### config.mk
export PLATFORM = sky130hd
export DESIGN_NAME = ecps_top
export DESIGN_NICKNAME = d
export VERILOG_FILES = /design/src/hdl/ecps_pkg.sv /design/src/hdl/ecps_irq_if.sv /design/src/hdl/ecps_pin_sync.sv /design/src/hdl/ecps_irq.sv /design/src/hdl/ecps_top.sv
export SDC_FILE = /design/constraint.sdc
export NUM_CORES = 1
export LEC_CHECK = 0
export BUFFER_PORTS_ARGS = -buffer_cell sky130_fd_sc_hd__buf_4
export CORE_ASPECT_RATIO = 0.7
export CORE_MARGIN = 5
export CORE_UTILIZATION = 23
export DETAILED_ROUTE_END_ITERATION = 8
export GPL_TIMING_DRIVEN = 1
export SETUP_SLACK_MARGIN = 0.5
export SLEW_MARGIN = 0
export SYNTH_ARGS = -nofsm -noshare
export SYNTH_HDL_FRONTEND = slang
export SYNTH_HIERARCHICAL = 1
export SYNTH_SLANG_ARGS = --single-unit
### constraint.sdc
create_clock -name i_clk -period 2 [get_ports i_clk]
set_clock_uncertainty 0.15 [all_clocks]
set_input_delay 0.2 -clock i_clk [delete_from_list [all_inputs] [get_ports i_clk]]
set_output_delay 0.2 -clock i_clk [all_outputs]
set_load 0.05 [all_outputs]
### src/hdl/ecps_pkg.sv
// Constants and types for the soft pin and speed check control block
// ---------------------------------------------------------------------------
// ---------------------------------------------------------------------------
package ecps_pkg;

  // ---------------------------------------------------------------------------
  // Bus and register map
  // ---------------------------------------------------------------------------
  typedef logic [7:0] ecps_addr_t;
  typedef logic [31:0] ecps_data_t;

  localparam ecps_addr_t ECPS_OFF_EXT_CTRL = 8'h18;
  localparam ecps_addr_t ECPS_OFF_IRQ_STATUS = 8'h40;
  localparam ecps_addr_t ECPS_OFF_IRQ_MASK = 8'h44;
  localparam ecps_addr_t ECPS_OFF_SPEED_RESULT = 8'h48;

  // ---------------------------------------------------------------------------
  // Field layout of the extended control register
  // ---------------------------------------------------------------------------
  localparam int unsigned ECPS_NUM_PINS = 2;
  localparam int unsigned ECPS_IRQ_EN_LSB = 2;
  localparam int unsigned ECPS_VALUE_LSB = 6;
  localparam int unsigned ECPS_DIR_LSB = 10;
  localparam int unsigned ECPS_TRIG_BIT = 12;

  // ---------------------------------------------------------------------------
  // Interrupt status layout and speed result width
  // ---------------------------------------------------------------------------
  localparam int unsigned ECPS_EVT_W = 3;
  localparam int unsigned ECPS_EVT_GPI_LSB = 0;
  localparam int unsigned ECPS_EVT_SPEED = 2;
  localparam int unsigned ECPS_RESULT_W = 2;

  typedef logic [ECPS_NUM_PINS-1:0] ecps_pins_t;
  typedef logic [ECPS_EVT_W-1:0] ecps_evt_t;
  typedef logic [ECPS_RESULT_W-1:0] ecps_result_t;

  // ---------------------------------------------------------------------------
  // Reset values
  // ---------------------------------------------------------------------------
  localparam ecps_pins_t ECPS_RST_DIR = 2'h0;
  localparam ecps_pins_t ECPS_RST_VALUE = 2'h0;
  localparam ecps_pins_t ECPS_RST_IRQ_EN = 2'h0;
  localparam ecps_evt_t ECPS_RST_EVT = 3'h0;
  localparam ecps_result_t ECPS_RST_RESULT = 2'h0;
  localparam ecps_data_t ECPS_RST_RDATA = 32'h0000_0000;

  typedef enum logic [1:0] {
    ECPS_SPD_IDLE,
    ECPS_SPD_REQ,
    ECPS_SPD_BUSY
  } ecps_spd_state_e;

endpackage

### src/hdl/ecps_irq_if.sv
// Interrupt status and mask signals between the core and the interrupt unit
`timescale 1ns/1ps
`default_nettype none
interface ecps_irq_if;
  import ecps_pkg::*;
  ecps_evt_t evt;
  logic status_rd;
  logic mask_wr;
  ecps_evt_t mask_wdata;
  ecps_evt_t status;
  ecps_evt_t mask;
  logic irq;

  modport core (
    output evt, status_rd, mask_wr, mask_wdata,
    input status, mask, irq
  );
  modport unit (
    input evt, status_rd, mask_wr, mask_wdata,
    output status, mask, irq
  );
endinterface
`default_nettype wire

### src/hdl/ecps_pin_sync.sv
// Two-stage pin synchroniser with a rising transition detector
`timescale 1ns/1ps
`default_nettype none
module ecps_pin_sync (
  // Clock and reset
  input wire logic i_clk,
  input wire logic i_resetn,
  // Pin side
  input wire logic i_pin,
  // Sampled level and edge
  output logic o_level,
  output logic o_rise
);
  import ecps_pkg::*;

  logic meta_ff;
  logic level_ff;
  logic prev_ff;

  // Only the second stage reads the first; metastability stays contained
  always_ff @(posedge i_clk) begin
    if (!i_resetn) begin
      meta_ff <= 1'b0;
      level_ff <= 1'b0;
      prev_ff <= 1'b0;
    end else begin
      meta_ff <= i_pin;
      level_ff <= meta_ff;
      prev_ff <= level_ff;
    end
  end

  assign o_level = level_ff;
  assign o_rise = level_ff & ~prev_ff;
endmodule
`default_nettype wire

### src/hdl/ecps_irq.sv
// Sticky interrupt status, mask and level interrupt output
`timescale 1ns/1ps
`default_nettype none
module ecps_irq (
  // Clock and reset
  input wire logic i_clk,
  input wire logic i_resetn,
  // Core side
  ecps_irq_if.unit bus
);
  import ecps_pkg::*;

  ecps_evt_t status_ff;
  ecps_evt_t mask_ff;
  logic irq_ff;
  ecps_evt_t nxt_status;

  // An event in the clearing read's cycle survives the clear
  always_comb begin
    nxt_status = status_ff;
    if (bus.status_rd) begin
      nxt_status = ECPS_RST_EVT;
    end
    nxt_status = nxt_status | bus.evt;
  end

  always_ff @(posedge i_clk) begin
    if (!i_resetn) begin
      status_ff <= ECPS_RST_EVT;
    end else begin
      status_ff <= nxt_status;
    end
  end

  always_ff @(posedge i_clk) begin
    if (!i_resetn) begin
      mask_ff <= ECPS_RST_EVT;
    end else if (bus.mask_wr) begin
      mask_ff <= bus.mask_wdata;
    end
  end

  always_ff @(posedge i_clk) begin
    if (!i_resetn) begin
      irq_ff <= 1'b0;
    end else begin
      irq_ff <= |(nxt_status & (bus.mask_wr ? bus.mask_wdata : mask_ff));
    end
  end

  assign bus.status = status_ff;
  assign bus.mask = mask_ff;
  assign bus.irq = irq_ff;
endmodule
`default_nettype wire

### src/hdl/ecps_top.sv
// Extended control: two soft pins, interrupt detection and speed check
`timescale 1ns/1ps
`default_nettype none
module ecps_top (
  // Clock and resets
  input wire logic i_clk,
  input wire logic i_resetn,
  input wire logic i_por_resetn,
  // Register port
  input wire ecps_pkg::ecps_addr_t i_addr,
  input wire ecps_pkg::ecps_data_t i_wdata,
  input wire logic i_wr,
  input wire logic i_rd,
  output ecps_pkg::ecps_data_t o_rdata,
  // Power-on configuration from nonvolatile memory
  input wire logic i_nvm_load,
  input wire ecps_pkg::ecps_pins_t i_nvm_dir,
  input wire ecps_pkg::ecps_pins_t i_nvm_value,
  // Soft pins
  input wire ecps_pkg::ecps_pins_t i_soft_pin_in,
  output ecps_pkg::ecps_pins_t o_soft_pin_out,
  output ecps_pkg::ecps_pins_t o_soft_pin_oe,
  // Speed detection engine
  output logic o_speed_detect_start,
  input wire logic i_speed_detect_ack,
  input wire logic i_speed_detect_done,
  input wire ecps_pkg::ecps_result_t i_speed_detect_result,
  // Interrupt
  output logic o_irq
);
  import ecps_pkg::*;

  // ---------------------------------------------------------------------------
  // Decode
  // ---------------------------------------------------------------------------
  function automatic logic addr_is(input ecps_addr_t a, input ecps_addr_t off);
    addr_is = (a == off);
  endfunction

  logic rst_n;
  logic wr_ext;
  logic rd_ext;
  logic wr_mask;
  logic rd_status;
  logic rd_mask;
  logic rd_result;

  // Software or system reset, or power-on, clears ordinary control state
  assign rst_n = i_resetn & i_por_resetn;
  assign wr_ext = i_wr & addr_is(i_addr, ECPS_OFF_EXT_CTRL);
  assign rd_ext = i_rd & addr_is(i_addr, ECPS_OFF_EXT_CTRL);
  assign wr_mask = i_wr & addr_is(i_addr, ECPS_OFF_IRQ_MASK);
  assign rd_status = i_rd & addr_is(i_addr, ECPS_OFF_IRQ_STATUS);
  assign rd_mask = i_rd & addr_is(i_addr, ECPS_OFF_IRQ_MASK);
  assign rd_result = i_rd & addr_is(i_addr, ECPS_OFF_SPEED_RESULT);

  // ---------------------------------------------------------------------------
  // Pin control fields
  // ---------------------------------------------------------------------------
  ecps_pins_t dir_ff;
  ecps_pins_t value_ff;
  ecps_pins_t irq_en_ff;
  ecps_pins_t wr_dir;
  ecps_pins_t wr_value;
  ecps_pins_t wr_irq_en;

  // Reserved bits 1:0, 5:4 and 9:8 are never stored, so stray ones are inert
  assign wr_dir = i_wdata[ECPS_DIR_LSB +: ECPS_NUM_PINS];
  assign wr_value = i_wdata[ECPS_VALUE_LSB +: ECPS_NUM_PINS];
  assign wr_irq_en = i_wdata[ECPS_IRQ_EN_LSB +: ECPS_NUM_PINS];

  // Direction sees only power-on, the configuration load and writes
  always_ff @(posedge i_clk) begin
    if (!i_por_resetn) begin
      dir_ff <= ECPS_RST_DIR;
    end else if (wr_ext) begin
      dir_ff <= wr_dir;
    end else if (i_nvm_load) begin
      dir_ff <= i_nvm_dir;
    end
  end

  // Output value is kept across soft reset too so a driven pin does not glitch
  always_ff @(posedge i_clk) begin
    if (!i_por_resetn) begin
      value_ff <= ECPS_RST_VALUE;
    end else if (wr_ext) begin
      value_ff <= wr_value;
    end else if (i_nvm_load) begin
      value_ff <= i_nvm_value;
    end
  end

  always_ff @(posedge i_clk) begin
    if (!rst_n) begin
      irq_en_ff <= ECPS_RST_IRQ_EN;
    end else if (wr_ext) begin
      irq_en_ff <= wr_irq_en;
    end
  end

  assign o_soft_pin_out = value_ff;
  assign o_soft_pin_oe = dir_ff;

  // ---------------------------------------------------------------------------
  // Pin sampling and interrupt detection
  // ---------------------------------------------------------------------------
  ecps_pins_t pin_level;
  ecps_pins_t pin_rise;
  ecps_pins_t gpi_evt;

  for (genvar p = 0; p < ECPS_NUM_PINS; p++) begin : g_pin
    ecps_pin_sync u_sync (
      .i_clk(i_clk),
      .i_resetn(rst_n),
      .i_pin(i_soft_pin_in[p]),
      .o_level(pin_level[p]),
      .o_rise(pin_rise[p])
    );
    // A driven pin never reports; its own output would echo back
    assign gpi_evt[p] = pin_rise[p] & irq_en_ff[p] & ~dir_ff[p];
  end

  // ---------------------------------------------------------------------------
  // Speed detection request
  // ---------------------------------------------------------------------------
  ecps_spd_state_e state_ff;
  ecps_spd_state_e nxt_state;
  logic start_ff;
  ecps_result_t result_ff;
  logic spd_evt;

  // A trigger while a check is under way is dropped, not queued
  always_comb begin
    nxt_state = state_ff;
    unique case (state_ff)
      ECPS_SPD_IDLE: begin
        if (wr_ext && i_wdata[ECPS_TRIG_BIT]) begin
          nxt_state = ECPS_SPD_REQ;
        end
      end
      ECPS_SPD_REQ: begin
        if (i_speed_detect_ack) begin
          nxt_state = ECPS_SPD_BUSY;
        end
      end
      ECPS_SPD_BUSY: begin
        if (i_speed_detect_done) begin
          nxt_state = ECPS_SPD_IDLE;
        end
      end
      default: begin
        nxt_state = ECPS_SPD_IDLE;
      end
    endcase
  end

  always_ff @(posedge i_clk) begin
    if (!rst_n) begin
      state_ff <= ECPS_SPD_IDLE;
    end else begin
      state_ff <= nxt_state;
    end
  end

  always_ff @(posedge i_clk) begin
    if (!rst_n) begin
      start_ff <= 1'b0;
    end else begin
      start_ff <= (nxt_state == ECPS_SPD_REQ);
    end
  end

  assign spd_evt = (state_ff == ECPS_SPD_BUSY) & i_speed_detect_done;

  always_ff @(posedge i_clk) begin
    if (!rst_n) begin
      result_ff <= ECPS_RST_RESULT;
    end else if (spd_evt) begin
      result_ff <= i_speed_detect_result;
    end
  end

  assign o_speed_detect_start = start_ff;

  // ---------------------------------------------------------------------------
  // Interrupt unit
  // ---------------------------------------------------------------------------
  ecps_irq_if u_irq_if ();

  assign u_irq_if.evt = {spd_evt, gpi_evt};
  assign u_irq_if.status_rd = rd_status;
  assign u_irq_if.mask_wr = wr_mask;
  assign u_irq_if.mask_wdata = i_wdata[ECPS_EVT_W-1:0];

  ecps_irq u_irq (
    .i_clk(i_clk),
    .i_resetn(rst_n),
    .bus(u_irq_if.unit)
  );

  assign o_irq = u_irq_if.irq;

  // ---------------------------------------------------------------------------
  // Read data
  // ---------------------------------------------------------------------------
  ecps_data_t ext_view;
  ecps_data_t nxt_rdata;
  ecps_data_t rdata_ff;
  ecps_pins_t value_view;

  // Inputs read the sampled pin, outputs read back the driven value
  assign value_view = (dir_ff & value_ff) | (~dir_ff & pin_level);

  always_comb begin
    ext_view = ECPS_RST_RDATA;
    ext_view[ECPS_IRQ_EN_LSB +: ECPS_NUM_PINS] = irq_en_ff;
    ext_view[ECPS_VALUE_LSB +: ECPS_NUM_PINS] = value_view;
    ext_view[ECPS_DIR_LSB +: ECPS_NUM_PINS] = dir_ff;
    ext_view[ECPS_TRIG_BIT] = (state_ff == ECPS_SPD_REQ);
  end

  always_comb begin
    nxt_rdata = ECPS_RST_RDATA;
    if (rd_ext) begin
      nxt_rdata = ext_view;
    end else if (rd_status) begin
      nxt_rdata[ECPS_EVT_W-1:0] = u_irq_if.status;
    end else if (rd_mask) begin
      nxt_rdata[ECPS_EVT_W-1:0] = u_irq_if.mask;
    end else if (rd_result) begin
      nxt_rdata[ECPS_RESULT_W-1:0] = result_ff;
    end
  end

  always_ff @(posedge i_clk) begin
    if (!rst_n) begin
      rdata_ff <= ECPS_RST_RDATA;
    end else begin
      rdata_ff <= nxt_rdata;
    end
  end

  assign o_rdata = rdata_ff;
endmodule
`default_nettype wire

After elaboration in Yosys (flattened, before gate mapping):

Cells that the tools add are included.

* input bits: 56
* flip-flop bits (word level): 56
* bits in writable memories: 0
* output and inout bits: 38
* ROM bits: 0
* word-level logic and storage cells: 71
* latch bits: 0
* memories kept: 0

* div/mod/pow operators: 0
* add/subtract/negate cells: 0
* reductions and logical operators: 6
* eq/ne operators: 7
* $mul: 0
* $lt $le $gt $ge: 0
* bitwise operators: 25
* mux-type cells: 15
* shifts and indexed selects: 0

Operators with widths (count)
* $eq 8x7->1 const B: 3
* $mux 2: 9
* $and 1x1->1: 14
* $mux 3: 4
* $eq 8x5->1 const B: 1
* $pmux 2 s3: 1
* $not 1->1: 5
* $and 2x2->2: 2
* $eq 2x1->1 const B: 2
* $and 3x3->3: 1
* $or 3x3->3: 1
* $reduce_or 3->1: 1
* $eq 2x2->1 const B: 1
* $logic_not 2->1: 1
* $not 2->2: 1
* $or 2x2->2: 1
* $reduce_and 2->1: 1
* $reduce_bool 2->1: 1
* $reduce_or 2->1: 1
* $logic_and 1x1->1: 1
* $mux 1: 1

Longest topological paths before layout:

Gate-level depths: netlist of run 1.

* depth after elaboration: 7
* gate-level depth with buffers: 7
* depth with buffers taken out: 7

Hierarchy:

Netlist of run 1, hierarchy kept.

Modules (own cells, without submodules)
* ecps_top: area an instance 1123.6 µm², cells an instance 117, instances 1, seq. area each 400.4 µm²
* ecps_irq: area an instance 247.7 µm², cells an instance 23, instances 1, seq. area each 140.1 µm²
* ecps_pin_sync: area an instance 92.6 µm², cells an instance 7, instances 2, seq. area each 60.1 µm²

Least setup slack after synthesis of run 1:

No wires, ideal clock.

* path type: in2reg
* start point: in i_addr[5]
* end point: reg u_irq.irq_ff, in the netlist u_irq/bus.irq
* path buffers: 0
* cell stages on the path: 6
* library setup time: 122 ps
* setup slack: 226 ps
* required time: 1728 ps
* data arrival time: 1502 ps
* cell sequence: nor4_4 > and4bb_1 > and3_1 > mux2i_1 > o22ai_1 > o2bb2ai_1

* elaborated cells on any way between the ends: 9
* classes of those cells: 2 x eq/ne; 2 x mux; 4 x bitwise; 1 x reduce/logical

RTL lines
* start: declaration: RTL line ecps_top.sv:10 `input wire ecps_pkg::ecps_addr_t i_addr,`
* $eq 8x7->1: RTL line ecps_top.sv:37 `addr_is = (a == off);`
* $and 1x1->1: RTL line ecps_top.sv:52 `assign wr_mask = i_wr & addr_is(i_addr, ECPS_OFF_IRQ_MASK);`
* net u_irq_if.mask_wr: RTL line ecps_irq_if.sv:8 `logic mask_wr;`
* $mux 3: RTL line ecps_irq.sv:47 `irq_ff <= |(nxt_status & (bus.mask_wr ? bus.mask_wdata : mask_ff));`
* $and 3x3->3: RTL line ecps_irq.sv:47
* $reduce_or 3->1: RTL line ecps_irq.sv:47
* end signal: assignment: RTL line ecps_irq.sv:47
* end: declaration: RTL line ecps_irq.sv:15 `logic irq_ff;`

The timed path passes the listed nets, and every way through them passes these cells.
A chain may end at the register's enable or synchronous reset.

Final worst setup path of run 1:

* start point: in i_addr[0]
* end point: reg u_irq.irq_ff, in the netlist u_irq/bus.irq

The elaborated chain is that of the path after synthesis.

==> results of run 1 <==
[repair_timing]
action	CTS	global route
endpoints found under the setup margin	2	3
resized for setup	2	4
pin swaps	4	4
hold endpoints to repair	4	0
hold buffers	4	0
setup buffers	2	2
[logic make-up (layout without fill, tap and decap cells)]
logic type | count (synthesis) | count (layout) | synth area share (%)
flip-flops | 33 | 33 | 42.44
multiplexers | 18 | 18 | 11.98
AND/OR/NAND/NOR | 56 | 56 | 25.48
AO/OA/AOI/OAI | 13 | 13 | 5.869
buffers and inverters | 33 | 71 | 13.99
other | 1 | 23 | 0.2409
[through the flow]
stage | cells | setup slack, ps
after floorplan | 176 | 284.2
after global placement | 292 | 127.1
after detailed placement | 292 | 148.4
after CTS | 306 | 469.0
after global routing | 308 | 362.3
final | 308 | 443.9
[power by group through the flow]
| stage | Clock, uW | Combinational (uW) | Sequential (uW) |
|---|---|---|---|
| 6_report | 480 | 234 | 671 |
| 5_1_grt | 530 | 249 | 672 |
| 4_1_cts | 500 | 232 | 671 |
| 3_5_place_dp | 0 | 223 | 686 |
| 3_3_place_gp | 0 | 222 | 687 |
| 2_1_floorplan | 0 | 179 | 692 |
[critical path, delay by kind of cell]
| family | cells | cell delay (ps) |
|---|---|---|
| compound gates | 2 | 260 |
| buf+inv | 1 | 90 |
| mux | 1 | 240 |
| simple gates | 3 | 780 |
[area by class of cell]
class	instances	area, um2	area share (%)
Clock buffer	6	72.57	3.440
Clock inverter	2	10.01	0.4745
Inverter	7	26.28	1.246
Multi-Input combinational cell	110	780.7	37.01
Sequential cell	33	660.6	31.32
Tap cell	94	117.6	5.575
Timing Repair Buffer	56	441.7	20.94
[Yosys cell counts]
cell / instances / share of area (%)
sky130_fd_sc_hd__conb_1: 1 / 0.24
sky130_fd_sc_hd__a31oi_1: 1 / 0.40
sky130_fd_sc_hd__buf_4: 25 / 12
sky130_fd_sc_hd__mux2_2: 5 / 3.6
sky130_fd_sc_hd__nor3b_1: 3 / 1.4
sky130_fd_sc_hd__and4bb_2: 1 / 0.80
sky130_fd_sc_hd__nor2b_4: 2 / 1.8
sky130_fd_sc_hd__mux2i_1: 13 / 8.4
sky130_fd_sc_hd__inv_1: 7 / 1.7
sky130_fd_sc_hd__and2_1: 9 / 3.6
sky130_fd_sc_hd__a21oi_1: 4 / 1.3
sky130_fd_sc_hd__and4bb_1: 1 / 0.80
sky130_fd_sc_hd__nand4b_1: 1 / 0.56
sky130_fd_sc_hd__o21ai_0: 1 / 0.32
sky130_fd_sc_hd__nand3_4: 1 / 1.1
sky130_fd_sc_hd__nor2b_1: 5 / 2.0
sky130_fd_sc_hd__or4b_4: 1 / 0.88
sky130_fd_sc_hd__o22ai_1: 1 / 0.40
sky130_fd_sc_hd__or4b_1: 1 / 0.64
sky130_fd_sc_hd__nor4_4: 1 / 1.4
sky130_fd_sc_hd__nand2_2: 1 / 0.40
sky130_fd_sc_hd__a32o_1: 1 / 0.64
sky130_fd_sc_hd__clkbuf_1: 1 / 0.24
sky130_fd_sc_hd__nor2_1: 5 / 1.2
sky130_fd_sc_hd__nand2_1: 8 / 1.9
sky130_fd_sc_hd__and3_1: 4 / 1.6
sky130_fd_sc_hd__a211o_1: 2 / 1.1
sky130_fd_sc_hd__o2bb2ai_1: 1 / 0.56
sky130_fd_sc_hd__nand3_1: 5 / 1.6
sky130_fd_sc_hd__nand3b_1: 3 / 1.4
sky130_fd_sc_hd__dfxtp_1: 33 / 42
sky130_fd_sc_hd__and2b_2: 1 / 0.56
sky130_fd_sc_hd__o21ai_2: 2 / 1.1
sky130_fd_sc_hd__and3b_1: 3 / 1.7
[registers in the layout, indices dropped and copies added (netlist names), 2 cells and up]
name / cells
irq_en_ff: 2
g_pin.u_sync/meta_ff: 2
u_irq/bus.status: 3
result_ff: 2
o_soft_pin_out: 2
o_soft_pin_oe: 2
g_pin.u_sync/o_level: 2
u_irq/bus.mask: 3
g_pin.u_sync/prev_ff: 2
state_ff: 2
o_rdata: 9
[metal layers]
metal	wire length [um]	share of wire [%]	up-vias	global-route usage, %
met1	1633	45	528	10.70
met5	0	0	-	0
met4	40	1.1	0	3.026
met3	344	9.5	4	4.630
met2	1586	44	33	12.78
li1	-	-	601	-
[cell usage in the layout (no fill, tap or decap), types with 2 or more instances in the layout]
cell type / count
sky130_fd_sc_hd__buf_4: 49
sky130_fd_sc_hd__dfxtp_1: 33
sky130_fd_sc_hd__conb_1: 23
sky130_fd_sc_hd__mux2i_1: 11
sky130_fd_sc_hd__and2_1: 9
sky130_fd_sc_hd__nand2_1: 8
sky130_fd_sc_hd__inv_1: 7
sky130_fd_sc_hd__mux2_2: 5
sky130_fd_sc_hd__nand3_1: 5
sky130_fd_sc_hd__nor2_1: 5
sky130_fd_sc_hd__clkbuf_8: 5
sky130_fd_sc_hd__nor2b_1: 5
sky130_fd_sc_hd__dlygate4sd3_1: 4
sky130_fd_sc_hd__nand3b_1: 3
sky130_fd_sc_hd__and3b_1: 3
sky130_fd_sc_hd__and3_1: 3
sky130_fd_sc_hd__nor3b_1: 3
sky130_fd_sc_hd__buf_6: 3
sky130_fd_sc_hd__and4bb_2: 2
sky130_fd_sc_hd__o21ai_2: 2
sky130_fd_sc_hd__a211o_1: 2
sky130_fd_sc_hd__a21oi_1: 2
sky130_fd_sc_hd__clkinv_2: 2
sky130_fd_sc_hd__nor2b_4: 2
sky130_fd_sc_hd__a21oi_2: 2
sky130_fd_sc_hd__mux2i_2: 2
[final timing paths]
| kind | from | to | depth (start not counted) |
|---|---|---|---|
| worst max register to register | o_soft_pin_oe[1] | u_irq/bus.irq | 4 |
| worst min-delay path | i_wdata[6] | o_soft_pin_out[0] | 3 |
| worst min register to register | g_pin[0].u_sync/meta_ff | g_pin[0].u_sync/o_level | 1 |
| worst max-delay path | i_addr[0] | u_irq/bus.irq | 7 |
==> run summary, run 1 <==
Outcome -> finished, final reports clean
P_leak -> 0.0009710 uW
Diode count -> 0
Max stage delay cell, worst path -> sky130_fd_sc_hd__and4bb_2
Die X -> 108.3 um
Total clock sinks -> 33
Detailed-route wire length -> 3.604 mm
Clock root buffer -> sky130_fd_sc_hd__clkbuf_8
Setup tns final -> 0 ps
Total power -> 1385 uW
Yosys reg bits -> 33
Die Footprint -> 8539 um2
Initial antenna violation count -> 0
Worst reg-to-reg setup slack -> 700 ps
H-tree Lvls -> 2
Start-to-end type of the worst setup path -> in -> reg
CP Cell Sequence -> buf_6, nor4_4, and4bb_2, and3_4, mux2i_2, o22ai_1, o2bb2ai_1
Core area -> 6663 um2
Aggregate global routing overflow -> 0
Netlist area before placement -> 1556 um2
TritonCTS Buffers -> 5
Crit-path max cell delay -> 280 ps
Distinct cells, synth -> 34
Via density per instance -> 3.786
Final Hold Violating Endpoints -> 0
Maximum number of pins on one net before global-route repair -> 15
Arrival time at the worst endpoint -> 1570 ps
Floorplan die height -> 78.83 um
Placed inst area -> 1938 um2
Largest buffer count on any clock path -> 2
Clock period minus final worst setup slack -> 1556 ps
Setup crit end kind -> flop
Sequential Power Share -> 48.5%
Final-layout fill cell count -> 710
Switch share -> 28.93%
Number of max-capacitance violations reported -> 0
Total power per unit cell area -> 656.6 nW/um2
Site row count -> 25
Number of global-route vias before repair -> 1159
Detail Placement HPWL -> 2.823 mm
Initial detailed-routing violation count -> 29
Peak fanout along the critical path -> 3
RSZ-0062 raised after global routing -> true
Global-route usage over all layers -> 8.660%
Clock share of power -> 34.7%
Syn_area_per_cell -> 10.11 um2
Share of the clock period used by the worst path after layout -> 77.80%
Int Power -> 984.4 uW
Finished Cell Area -> 2110 um2
WP data required -> 2020 ps
Number of antenna-violating nets in the routed design -> 0
Type of origin of the critical path -> input port
Share of the core filled with cells -> 31.66%
Net switching component of the power -> 400.7 uW
Fin. max-slew vios -> 0
Final weighted congestion in routability-driven placement -> 0.7126
IO Count -> 94
Number of iterations in the first detailed-routing pass -> 4
Number of nets at the end of the flow -> 269
Residual DRC count -> 0
Routed wire length per instance -> 11.70 um
Layout cells sized above 1 -> 37.38%
Highest achievable clock rate -> 642.7 MHz
Hold WS -> 23.60 ps
Gate count after technology mapping -> 154
CTS tree -> yes
Skew-Pair Late Insertion Delay -> 280 ps
Combinational share of power -> 16.9%
Vias post-DR -> 1166
Total of buffers placed on input and output ports -> 47
HP Class -> in -> reg
First-pass GRT wire length -> 5.533 mm
Initial standard-cell utilization of the core -> 23.36%
Area growth, synth to finish -> 35.53%
Final setup fails -> 0
Portion of the post-synthesis area used by sequential elements -> 42.44%
Yosys warns -> 6
Worst IR Drop VDD -> 229.3 uV
CTS clk-pin slew, worst paths -> 70 ps
(Power assumes the default switching activity.)
==> inputs of run 2 (changes only) <==
clock period = 1.45 ns   (was 2 ns; I/O delays follow)
==> run 2 against run 1 <==
Effect of this change:
- the run now ends with negative hold slack, negative setup slack left
- wire length is 12% higher
- cell count is 5.2% higher
- cell area is 16% higher
- via count is 6.1% higher
- highest routed layer unchanged
==> run summary, run 2 (synthesis results as in run 1) <==
Highest achievable clock rate -> 666.9 MHz
CTS tree -> yes
Violations in the final reports -> negative hold slack, negative setup slack
Largest buffer count on any clock path -> 2 (unchanged)
Number of global-route vias before repair -> 1285 (+11%)
First-pass GRT wire length -> 6.285 mm (+14%)
Site row count -> 25 (unchanged)
Clock root buffer -> sky130_fd_sc_hd__clkbuf_8
Flip-flop count of the largest register, all copies and words added -> 9 (unchanged)
Setup crit end kind -> flop
Hold WS -> -43.00 ps (-66.60 ps)
Area growth, synth to finish -> 57.64%
Setup tns final -> -67.30 ps (-67.30 ps)
Skew-Pair Late Insertion Delay -> 280 ps (about the same)
Core area -> 6663 um2 (unchanged)
Layout cells sized above 1 -> 54.35% (+17 points)
Detail Placement HPWL -> 3.006 mm (+6.5%)
Vias post-DR -> 1237 (+6.1%)
Commonest non-fill, non-tap cell in the layout -> sky130_fd_sc_hd__buf_4
Number of antenna-violating nets in the routed design -> 0 (unchanged)
Finished Cell Area -> 2454 um2 (+16%)
TritonCTS Buffers -> 5 (unchanged)
Residual DRC count -> 0 (unchanged)
Die Footprint -> 8539 um2 (unchanged)
Start-to-end type of the worst setup path -> in -> reg
Total power -> 1969 uW (+42%)
Peak fanout along the critical path -> 3 (unchanged)
Initial standard-cell utilization of the core -> 23.36% (unchanged)
Floorplan die height -> 78.83 um (unchanged)
Number of nets at the end of the flow -> 285 (+5.9%)
Placed inst area -> 2013 um2 (+3.9%)
Reg-to-Reg Start -> g_pin[1].u_sync/o_level
H-tree Lvls -> 2 (unchanged)
Total power per unit cell area -> 802.4 nW/um2 (+22%)
RSZ-0062 raised after global routing -> true
Number of max-capacitance violations reported -> 0 (unchanged)
Maximum number of pins on one net before global-route repair -> 15 (unchanged)
IO Count -> 94 (unchanged)
Diode count -> 0 (unchanged)
Share of the clock period used by the worst path after layout -> 103.4%
Worst IR Drop VDD -> 315.3 uV (+38%)
CP startpoint -> i_addr[5]
Aggregate global routing overflow -> 0 (unchanged)
Total clock sinks -> 33 (unchanged)
Arrival time at the worst endpoint -> 1520 ps (-50 ps)
Routed wire length per instance -> 12.51 um (+6.9%)
Final setup fails -> 2 (+2)
Share of the core filled with cells -> 36.83% (+5.2 points)
Initial detailed-routing violation count -> 44 (+52%)
Outcome -> finished, violations left
CTS clk-pin slew, worst paths -> 70 ps (about the same)
Hold-fix buffers, CTS -> 8 (+4)
WP data required -> 1470 ps (-550 ps)
Detailed-route wire length -> 4.053 mm (+12%)
Final weighted congestion in routability-driven placement -> 0.7562 (+6.1%)
Top library cells by usage in the layout, fill and taps aside -> sky130_fd_sc_hd__buf_4, sky130_fd_sc_hd__conb_1, sky130_fd_sc_hd__dfxtp_2
Final Hold Violating Endpoints -> 4 (+4)
Initial antenna violation count -> 0 (unchanged)
Type of origin of the critical path -> input port
Clock period minus final worst setup slack -> 1500 ps
Total of buffers placed on input and output ports -> 47 (unchanged)
HP Class -> in -> reg
Start point of the worst hold path -> i_speed_detect_result[0]
Final critical-path setup slack -> -49.51 ps (-493.5 ps)
P_leak -> 0.001107 uW (+14%)
Die X -> 108.3 um (unchanged)
Global-route usage over all layers -> 9.595% (+0.93 points)
Number of iterations in the first detailed-routing pass -> 4 (unchanged)
Fin. max-slew vios -> 0 (unchanged)
Via density per instance -> 3.818 (+0.85%)
run 2: timing repair:
action | 4_1_cts | 5_1_grt
gates resized for setup | 68 | 8
pin swaps | 19 | 11
buffers inserted | 5 | 2
endpoints found under the hold margin | 14 | 4
endpoints found under the setup margin | 41 | 43
run 2: worst paths after layout:
path              slack [ps]  depth (start not counted)                      end
hold / removal           -40                          3             result_ff[0]
setup / recovery         -50                          7            u_irq/bus.irq
hold reg to reg          280                          1  g_pin[0].u_sync/o_level
setup reg to reg         130                          5            u_irq/bus.irq
run 2: power breakdown:
group / total, uW / leakage, uW / internal [uW] / switching (uW)
registers: 924 / 0.000278 / 916 / 7.84
logic: 381 / 0.000784 / 150 / 232
clock network: 663 / 0.0000450 / 332 / 331
run 2: through the flow:
step                      setup slack [ps]  std cells
after floorplan                     -210.0        176
after global placement              -278.5        301
after detailed placement            -372.9        301
after CTS                           -41.26        322
after global routing                -110.7        324
final                               -49.51        324
run 2: final cells by class:
type | count | area, um2
clock buffer | 6 | 72.57
multi-input combinational | 110 | 829.5
tap | 94 | 117.6
fill | 659 | 4209
clock inverter | 2 | 10.01
timing repair buffer | 72 | 706.9
sequential | 33 | 690.7
inverter | 7 | 26.28
run 2: layer usage:
metal  track usage (%)  up-vias  wire, um
met3             4.874        6       369
met2             14.52       33      1844
met5                 0        -         0
li1                  -      629         -
met1             12.01      569      1792
met4             2.648        0        46
run 2: worst max-delay path, stage by stage:
cell	delay, ps
sky130_fd_sc_hd__buf_6	100
sky130_fd_sc_hd__nor4_4	270
sky130_fd_sc_hd__and4bb_2	290
sky130_fd_sc_hd__and3_4	220
sky130_fd_sc_hd__mux2i_2	250
sky130_fd_sc_hd__o22ai_1	120
sky130_fd_sc_hd__o2bb2ai_1	130
